### src/logic/msr_bank_pkg.sv
// Constants and carrier types for the model-specific register bank.
// Assumes a single processor clock and a synchronous active-low reset.
package msr_bank_pkg;

  // Register indices as held in the index general register
  localparam logic [31:0] idx_machine_check_address = 32'h0000_0000;
  localparam logic [31:0] idx_machine_check_type = 32'h0000_0001;
  localparam logic [31:0] idx_cache_disable_test = 32'h0000_000e;
  localparam logic [31:0] idx_cycle_counter = 32'h0000_0010;
  localparam logic [31:0] idx_feature_enable = 32'hc000_0080;
  localparam logic [31:0] idx_syscall_target = 32'hc000_0081;
  localparam logic [31:0] idx_write_handling_control = 32'hc000_0082;
  localparam logic [31:0] idx_uncached_combining_control = 32'hc000_0085;
  localparam logic [31:0] idx_power_mgmt_base = 32'hc000_0086;
  localparam logic [31:0] idx_state_observability = 32'hc000_0087;
  localparam logic [31:0] idx_page_flush_invalidate = 32'hc000_0088;
  localparam logic [31:0] idx_second_level_array_access = 32'hc000_0089;

  // Debug register positions (3-bit register number)
  localparam logic [2:0] dbg_breakpoint_zero = 3'h0;
  localparam logic [2:0] dbg_breakpoint_three = 3'h3;
  localparam logic [2:0] dbg_reserved_four = 3'h4;
  localparam logic [2:0] dbg_reserved_five = 3'h5;

  // Feature enable: bits 4..0 implemented, 63..5 reserved
  localparam logic [63:0] feature_enable_impl_mask = 64'h0000_0000_0000_001f;
  localparam logic [63:0] feature_enable_reset = 64'h0000_0000_0000_0002;
  // Cache disable control bit position in the test register
  localparam int cache_disable_bit = 3;
  // Control register four bit positions
  localparam int counter_disable_pos = 2;
  localparam int machine_check_enable_pos = 6;

  // Reset values
  localparam logic [63:0] reg64_reset = 64'h0000_0000_0000_0000;
  localparam logic [31:0] reg32_reset = 32'h0000_0000;

  // One register access request from the executing core
  typedef struct packed {
    logic rd;
    logic wr;
    logic [31:0] index;
    logic [31:0] low_data;
    logic [31:0] high_data;
    logic [1:0] privilege;
  } msr_req_t;

  // Answer returned to the core
  typedef struct packed {
    logic done;
    logic fault;
    logic [31:0] low_data;
    logic [31:0] high_data;
  } msr_rsp_t;

  // Debug register access request
  typedef struct packed {
    logic rd;
    logic wr;
    logic [2:0] num;
    logic [31:0] data;
  } dbg_req_t;

  typedef enum logic [1:0] {
    acc_none,
    acc_msr,
    acc_counter
  } acc_kind_t;

endpackage

### src/logic/msr_bank.sv
// Model-specific register bank, cycle counter and breakpoint address registers.
// Assumes the core presents one request per cycle as a one-cycle strobe and
// reads the answer on the cycle after, all on core_clk.
`timescale 1ns/1ps
module msr_bank
  import msr_bank_pkg::*;
#(
  parameter bit low_power = 1'b0
) (
  // Clock and reset
  input wire logic core_clk,
  input wire logic rst_n,
  // Register instruction request
  input wire msr_req_t msr_req,
  // Counter read instruction request
  input wire logic counter_read_instr,
  input wire logic [1:0] counter_privilege,
  // Control register four bits
  input wire logic [31:0] control_register_four,
  // Debug register request
  input wire dbg_req_t dbg_req,
  // Answers
  output msr_rsp_t msr_rsp,
  output logic [31:0] dbg_rdata,
  output logic dbg_done,
  // Block state
  output logic l1_cache_disable,
  output logic machine_check_exception,
  output logic [63:0] feature_enable_out
);

  logic [63:0] machine_check_address;
  logic [63:0] machine_check_type;
  logic [63:0] cache_disable_test;
  logic [63:0] cycle_counter;
  logic [63:0] feature_enable;
  logic [63:0] syscall_target;
  logic [63:0] write_handling_control;
  logic [63:0] uncached_combining_control;
  logic [63:0] power_mgmt_base;
  logic [63:0] state_observability;
  logic [63:0] page_flush_invalidate;
  logic [63:0] second_level_array_access;
  logic [31:0] breakpoint_addr [4];

  logic [63:0] wr_value;
  logic known;
  logic priv_ok;
  logic bad_reserved;
  logic wr_ok;
  logic [63:0] next_read;

  assign wr_value = {msr_req.high_data, msr_req.low_data};
  assign priv_ok = (msr_req.privilege == 2'b00);

  always_comb begin
    known = 1'b1;
    next_read = reg64_reset;
    case (msr_req.index)
      idx_machine_check_address: next_read = machine_check_address;
      idx_machine_check_type: next_read = machine_check_type;
      idx_cache_disable_test: next_read = cache_disable_test;
      idx_cycle_counter: next_read = cycle_counter;
      idx_feature_enable: next_read = feature_enable & feature_enable_impl_mask;
      idx_syscall_target: next_read = syscall_target;
      idx_write_handling_control: next_read = write_handling_control;
      idx_uncached_combining_control: next_read = uncached_combining_control;
      idx_state_observability: next_read = state_observability;
      idx_page_flush_invalidate: next_read = page_flush_invalidate;
      idx_second_level_array_access: next_read = second_level_array_access;
      idx_power_mgmt_base: begin
        known = low_power;
        next_read = low_power ? power_mgmt_base : reg64_reset;
      end
      default: known = 1'b0;
    endcase
  end

  // reserved feature bits written as one fault
  assign bad_reserved = msr_req.wr && (msr_req.index == idx_feature_enable) &&
                        ((wr_value & ~feature_enable_impl_mask) != reg64_reset);
  // writes need level 0 and a known index
  assign wr_ok = msr_req.wr && known && priv_ok && !bad_reserved;

  // machine-check registers: write or reset only
  always_ff @(posedge core_clk) begin
    if (!rst_n) begin
      machine_check_address <= reg64_reset;
      machine_check_type <= reg64_reset;
    end else if (wr_ok) begin
      if (msr_req.index == idx_machine_check_address) begin
        machine_check_address <= wr_value;
      end
      if (msr_req.index == idx_machine_check_type) begin
        machine_check_type <= wr_value;
      end
    end
  end

  always_ff @(posedge core_clk) begin
    if (!rst_n) begin
      cycle_counter <= reg64_reset;
    end else if (wr_ok && msr_req.index == idx_cycle_counter) begin
      cycle_counter <= wr_value;
    end else begin
      cycle_counter <= cycle_counter + 64'h1;
    end
  end

  // Extended and test registers
  always_ff @(posedge core_clk) begin
    if (!rst_n) begin
      cache_disable_test <= reg64_reset;
      feature_enable <= feature_enable_reset;
      syscall_target <= reg64_reset;
      write_handling_control <= reg64_reset;
      uncached_combining_control <= reg64_reset;
      power_mgmt_base <= reg64_reset;
      state_observability <= reg64_reset;
      page_flush_invalidate <= reg64_reset;
      second_level_array_access <= reg64_reset;
    end else if (wr_ok) begin
      case (msr_req.index)
        idx_cache_disable_test: cache_disable_test <= wr_value;
        idx_feature_enable: feature_enable <= wr_value & feature_enable_impl_mask;
        idx_syscall_target: syscall_target <= wr_value;
        idx_write_handling_control: write_handling_control <= wr_value;
        idx_uncached_combining_control: uncached_combining_control <= wr_value;
        idx_power_mgmt_base: power_mgmt_base <= wr_value;
        idx_state_observability: state_observability <= wr_value;
        idx_page_flush_invalidate: page_flush_invalidate <= wr_value;
        idx_second_level_array_access: second_level_array_access <= wr_value;
        default: ;
      endcase
    end
  end

  // Answer path; counter instruction shares it, so only one may run a cycle
  always_ff @(posedge core_clk) begin
    if (!rst_n) begin
      msr_rsp <= '0;
    end else begin
      msr_rsp.done <= msr_req.rd || msr_req.wr || counter_read_instr;
      msr_rsp.fault <= 1'b0;
      msr_rsp.low_data <= reg32_reset;
      msr_rsp.high_data <= reg32_reset;
      if (counter_read_instr) begin
        // disable bit limits counter read to level 0
        if (control_register_four[counter_disable_pos] && counter_privilege != 2'b00) begin
          msr_rsp.fault <= 1'b1;
        end else begin
          msr_rsp.high_data <= cycle_counter[63:32];
          msr_rsp.low_data <= cycle_counter[31:0];
        end
      end else if (msr_req.rd || msr_req.wr) begin
        // faults for level, index or reserved bits
        if (!priv_ok || !known || bad_reserved) begin
          msr_rsp.fault <= 1'b1;
        end else if (msr_req.rd) begin
          // read answer on the data registers
          msr_rsp.high_data <= next_read[63:32];
          msr_rsp.low_data <= next_read[31:0];
        end
      end
    end
  end

  always_ff @(posedge core_clk) begin
    if (!rst_n) begin
      for (int i = 0; i < 4; i++) begin
        breakpoint_addr[i] <= reg32_reset;
      end
    end else if (dbg_req.wr && dbg_req.num <= dbg_breakpoint_three) begin
      breakpoint_addr[dbg_req.num[1:0]] <= dbg_req.data;
    end
  end

  always_ff @(posedge core_clk) begin
    if (!rst_n) begin
      dbg_rdata <= reg32_reset;
      dbg_done <= 1'b0;
    end else begin
      dbg_done <= dbg_req.rd || dbg_req.wr;
      // positions four and five read zero
      if (dbg_req.rd && dbg_req.num <= dbg_breakpoint_three) begin
        dbg_rdata <= breakpoint_addr[dbg_req.num[1:0]];
      end else begin
        dbg_rdata <= reg32_reset;
      end
    end
  end

  // cache disable control; exception never raised
  always_ff @(posedge core_clk) begin
    if (!rst_n) begin
      l1_cache_disable <= 1'b0;
      machine_check_exception <= 1'b0;
      feature_enable_out <= feature_enable_reset;
    end else begin
      l1_cache_disable <= cache_disable_test[cache_disable_bit];
      machine_check_exception <= 1'b0;
      feature_enable_out <= feature_enable;
    end
  end

endmodule

### config.mk
export PLATFORM = sky130hd
export DESIGN_NAME = msr_bank
export DESIGN_NICKNAME = d
export VERILOG_FILES = /design/src/logic/msr_bank_pkg.sv /design/src/logic/msr_bank.sv
export SDC_FILE = /design/constraint.sdc
export NUM_CORES = 2
export LEC_CHECK = 0
export BUFFER_PORTS_ARGS = -buffer_cell sky130_fd_sc_hd__clkbuf_2
export CAP_MARGIN = 0
export CELL_PAD_IN_SITES_DETAIL_PLACEMENT = 2
export CELL_PAD_IN_SITES_GLOBAL_PLACEMENT = 2
export CORE_MARGIN = 1.5
export CORE_UTILIZATION = 36
export CTS_CLUSTER_DIAMETER = 80
export DETAILED_ROUTE_END_ITERATION = 10
export HOLD_SLACK_MARGIN = 0.12
export PLACE_DENSITY_LB_ADDON = 0.12
export SLEW_MARGIN = 20
export SYNTH_ARGS = -nofsm -noshare
export SYNTH_HDL_FRONTEND = slang
export SYNTH_SLANG_ARGS = --single-unit
### constraint.sdc
create_clock -name core_clk -period 4.3 [get_ports core_clk]
set_input_delay 0.86 -clock core_clk [delete_from_list [all_inputs] [get_ports core_clk]]
set_output_delay 0.86 -clock core_clk [all_outputs]
set_load 0.03 [all_outputs]
* Word-level counts from Yosys, hierarchy flattened
Memories as Yosys holds them, arrays and structs flattened. A register that Yosys moved wholly into a read port is not among the register bits.
Index checks and enable logic that the tools add are counted.
W data, S select, Z words.
** Word-level totals
- Register bits :: 718
- Input port bits :: 174
- Logic and storage cells :: 83
- Bits in writable memories :: 128
- Output and inout bits :: 165
- Memories :: 1
** Memory list
- breakpoint_addr :: depth 4, width 32, rd ports 1, clocked after Yosys merged registers in 1, write ports 4, RTL line msr_bank.sv:44 : logic [31:0] breakpoint_addr [4];
** Cells by class
- Equality and inequality tests :: 10
- Mux-type cells :: 17
- $lt $le $gt $ge :: 1
- Add/sub/neg operators :: 1
- Reduce and logical (&&, ||, !) cells :: 35
** Operators by type and width (count)
- $pmux W64 S11 :: 1
- $mux W64 :: 4
- $eq A32 B32 Y1 const B :: 7
- $mux W65 :: 2
- $add A64 B1 Y64 const B :: 1
- $reduce_bool A64 Y1 :: 1
- $eq A32 B1 Y1 const B :: 1
- $eq A32 B4 Y1 const B :: 1
- $eq A32 B5 Y1 const B :: 1
- $logic_not A32 Y1 :: 1
- $mux W32 :: 1
- $reduce_or A32 Y1 :: 1
- $reduce_and A2 Y1 :: 11
- $reduce_or A11 Y1 :: 1
- $logic_and A1 B1 Y1 :: 9
- $mux W1 :: 8
- $logic_or A1 B1 Y1 :: 5
- $logic_not A1 Y1 :: 4
- $le A3 B2 Y1 const B :: 1
- $logic_not A2 Y1 :: 1
- $mux W2 :: 1
- $reduce_bool A2 Y1 :: 1

* Logic depth before layout (Yosys ltp)
- Word-level depth :: 9
- Gate-level depth with buffers :: 11
- Gate-level depth less buffers :: 8

* Worst setup path after synthesis
No wires, ideal clock.
- Kind :: input -> register
- Start point :: in dbg_req[32] (netlist name)
- End point :: mem breakpoint_addr[1][0], enable pin
- Stages :: 4
- Slack :: 0.901 ns
- Setup time :: 0.394 ns
- Required time :: 3.906 ns
- Buffers on the path :: 2
- Data arrival time :: 3.005 ns
- Cells stage by stage :: clkbuf_1 -> clkbuf_1 -> nor3b_1 -> nand2b_1
** RTL lines
- from (decl) :: RTL line msr_bank.sv:21 : input wire dbg_req_t dbg_req,
- to (decl) :: RTL line msr_bank.sv:44

* Final worst setup path
- Start point :: in msr_req[33] (netlist name)
- End point :: reg second_level_array_access[50]
** On the way
- Word-level cells in the longest chain between the ends :: 5
** Ends and longest elaborated chain
- from (decl) :: RTL line msr_bank.sv:14 : input wire msr_req_t msr_req,
- $reduce_bool A64 Y1 :: RTL line msr_bank.sv:81 : ((wr_value & ~feature_enable_impl_mask) != reg64_reset);
- $logic_and A1 B1 Y1 :: RTL line msr_bank.sv:80 : assign bad_reserved = msr_req.wr && (msr_req.index == idx_feature_enable) &&
- $logic_not A1 Y1 :: RTL line msr_bank.sv:83 : assign wr_ok = msr_req.wr && known && priv_ok && !bad_reserved;
- $logic_and A1 B1 Y1 :: RTL line msr_bank.sv:83
- $reduce_and A2 Y1 (no source line)
- to (signal assigned) :: RTL line msr_bank.sv:121 : second_level_array_access <= reg64_reset;
- to (signal assigned) :: RTL line msr_bank.sv:132 : idx_second_level_array_access: second_level_array_access <= wr_value;
- to (decl) :: RTL line msr_bank.sv:43 : logic [63:0] second_level_array_access;
No other way between the ends.
A chain may end at the register's enable or synchronous reset.

==> results.cfg <==
[timing]
fin_crit_ns = 3.58
slew_headroom_pct = 30.5
drv_slew = 0
rsz0062_at_grt = no
fin_ws_ns = 0.725
max_freq_mhz = 280
tightestPinTransition_ns = 1.04
setup_viol = 0
finalHoldViolCount = 0
setup_tns_ns = 0
skew_ns = 0.0182
period_share_pct = 83.1

[detailed_routing]
vias_per_cell = 5.85
antenna_left = 0
dr.first_iter.drc_count = 2508
avgRoutedWirePerCell_um = 27.3
vias = 32800
drt_first_pass_iters = 8
drc = 0
drt-total-wl_um = 153000

[logic_synthesis]
synth_sequential_area_ratio_pct = 52.1
netlist_top_cells_area = dfxtp_1 (41%), edfxtp_1 (11%), nand2_1 (9.3%)
ys_warn_count = 0
synth-edff-count = 128
synth_top_area_share_pct = 41.4
yosysTopAreaCell = dfxtp_1
syn-cell-area_sq_um = 36200
netlist_instances = 4146
avgSynthCellArea_sq_um = 8.74
synth_cell_types = 61
ys_seq_elements = 878
synthFlopType = dfxtp_1
synthArstFlopShare_pct = 0

[grt]
grt_pass1_vias = 34200
antenna_found_initial = 12
grt_max_degree = 185
overflow = 0
grt_pass1_wl_um = 227000
groute.usage.overall_pct = 29.3

[cells_and_area]
nets = 4395
fill_cells = 11000
drive_above_1_share_pct = 14.5
area_growth_pct = 17.2
fin_util_pct = 42.5
final_cell_area_sq_um = 42500

[worst_setup_path]
cpPeakStageDelay_ns = 0.72
cp_num_buf_inv = 3
crit_end = second_level_array_access[50]
r2r_cells = 8
startpoint_type = input pin
crit_start = msr_req[33]
worstPathRequired_ns = 4.88
r2r-start = cycle_counter[8]
arrival_ns = 4.15
worstSetupPathType = input pin to flop
rrSetupSlack_ns = 1.32
crit_cells = 9
cp_slowest_cell = nor4_1
r2r-end = cycle_counter[63]
worstPathMaxFanout = 36
cp-end-kind = flop
path_delay_family = simple AND/OR/NAND/NOR gates
path_cells = clkbuf_2 > nor4_1 > nand3_1 > nor4_1 > nor4b_4 > nand4b_1 > buf_12 > buf_12 > a31o_1

[worst_hold_path]
hold_class = flop to flop
hold_start = syscall_target[5]

[clocking]
clockBufferDepth = 3
cts_buffers = 99
cts_sinks = 878
cts.repair.resized = 0
cts-root-buf = clkbuf_16
cts_tree = built
postCtsHoldBufs = 0
insertion_delay_ns = 0.70
clk_pin_slew_ns = 0.06
h-tree-depth = 3
post_cts_buffers = 0

[pwr]
p_leak_nw = 14.8
powerDensity_nw_per_um2 = 431
ir_worst_vdd_uv = 307
power.total_mw = 18.3

[floorplan]
die_area_sq_um = 103000
core_area_sq_um = 99900
die_h_um = 320
start_util_pct = 36.3
io_pins = 339
rows = 116
die_w_um = 320

[run]
drv_cap = 0

[placed_design]
gp_congestion = 0.807
place_ws_ns = -0.239
dp_hpwl_um = 92600
postPlaceCellArea_sq_um = 38900
portBuffers = 247

[status]
status = completed
[area by class of cell]
type                    instances  area (sq um)  area share, %
diodes                          7          17.5         0.0413
repair buffers                377          2710           6.38
multi-input cells            2853         15700           37.0
inverters                      11          48.8          0.115
well taps                    1298          1620           3.82
clock buffers                 143          2900           6.84
flip-flops and latches        878         18900           44.4
clock inverters                39           598           1.41
[cell families after synthesis]
group,count (synthesis),synth area share [%]
compound gates,1025,17.3
buf+inv,474,5.92
flops,878,52.1
simple gates,1665,21.0
mux,39,2.19
xor+xnor,63,1.52
fa+ha+maj,1,0.0345
other cells,1,0.0104
[cell usage in the layout, fill, tap and decap left out, types with 9 or more instances in the layout]
master / netlist / final
clkbuf_1: 313 / 18
buf_4: 75 / 91
clkbuf_16: 0 / 99
inv_1: 10 / 10
and4_1: 10 / 10
clkbuf_8: 0 / 26
xor2_1: 34 / 34
o21ai_0: 176 / 176
and3_1: 90 / 86
a222oi_1: 60 / 60
a211oi_1: 31 / 31
a31o_1: 52 / 52
and2_1: 103 / 103
dfxtp_1: 750 / 750
buf_12: 0 / 39
mux4_2: 32 / 32
nor4_1: 29 / 27
nor3_1: 78 / 74
nand4_1: 74 / 74
nand3_1: 155 / 155
clkbuf_2: 0 / 246
nor2_1: 179 / 177
nand2_1: 898 / 891
o22ai_1: 9 / 9
a22oi_1: 162 / 162
edfxtp_1: 128 / 128
bufinv_16: 0 / 10
clkinv_2: 0 / 13
xnor2_1: 29 / 29
a21oi_1: 494 / 494
conb_1: 1 / 60
[synthesized netlist by cell type (all sizes together), types with 2 or more instances]
cell type and count:
a22o 8, or2 3, and2 104, inv 10
nor3b 4, a31o 60, clkbuf 313, nor4b 11
a22oi 162, xnor2 29, and3 90, mux2i 5
nand2b 7, nand4b 3, o22ai 9, nand3 156
or4 2, nand3b 2, edfxtp 128, buf 150
a221oi 6, or3 2, xor2 34, a31oi 3
nor4 32, nor4bb 3, and4b 3, and4 10
a211oi 31, a221o 8, a222oi 60, o21ai 179
nor2 179, a21oi 494, nand4 74, dfxtp 750
mux4 32, nand2 898, nor3 80, mux2 2
nor2b 2
[state kept, by name, summed over array words and instances (netlist names)]
| signal | flops |
|---|---|
| breakpoint_addr | 128 |
| cache_disable_test | 64 |
| cycle_counter | 64 |
| dbg_done | 1 |
| dbg_rdata | 32 |
| feature_enable | 5 |
| feature_enable_out | 5 |
| l1_cache_disable | 1 |
| machine_check_address | 64 |
| machine_check_type | 64 |
| msr_rsp | 66 |
| page_flush_invalidate | 64 |
| second_level_array_access | 64 |
| state_observability | 64 |
| syscall_target | 64 |
| uncached_combining_control | 64 |
| write_handling_control | 64 |
[power breakdown]
part	switching, mW	total (mW)	internal (mW)
Clock	3.72	9.05	5.33
Combinational	0.611	0.818	0.207
Sequential	0.0342	8.45	8.42
Total	4.37	18.3	14.0
[tightest hold or removal path: stages (launching register included)]
cell and delay, ns:
dfxtp_1 0.31, nand2_1 0.05, a21oi_1 0.05
[worst min path at each step]
stage | to | slack (ns) | cells past startpoint
floorplan | state_observability[1] | 0.43 | 2
global placement | state_observability[47] | 0.44 | 2
detailed placement | uncached_combining_control[50] | 0.44 | 2
CTS | breakpoint_addr[0][28] | 0.43 | 2
global route | breakpoint_addr[0][12] | 0.47 | 2
finish | syscall_target[5] | 0.45 | 2
[per-layer routing]
metal | vias to the layer above | global-route usage [%] | share of wire [%]
li1 | 14600 | - | -
met1 | 17000 | 39.5 | 45
met2 | 885 | 48.8 | 47
met3 | 220 | 3.95 | 5.0
met4 | 12 | 8.96 | 2.5
met5 | - | 0 | 0.047
[per-stage QoR]
stage | hold WS (ns) | cells
6_report | 0.454 | 5606
5_1_grt | 0.468 | 5603
4_1_cts | 0.434 | 5599
3_5_place_dp | 0.445 | 5417
3_3_place_gp | 0.437 | 5417
2_1_floorplan | 0.427 | 4205
(Power assumes the default switching activity.)
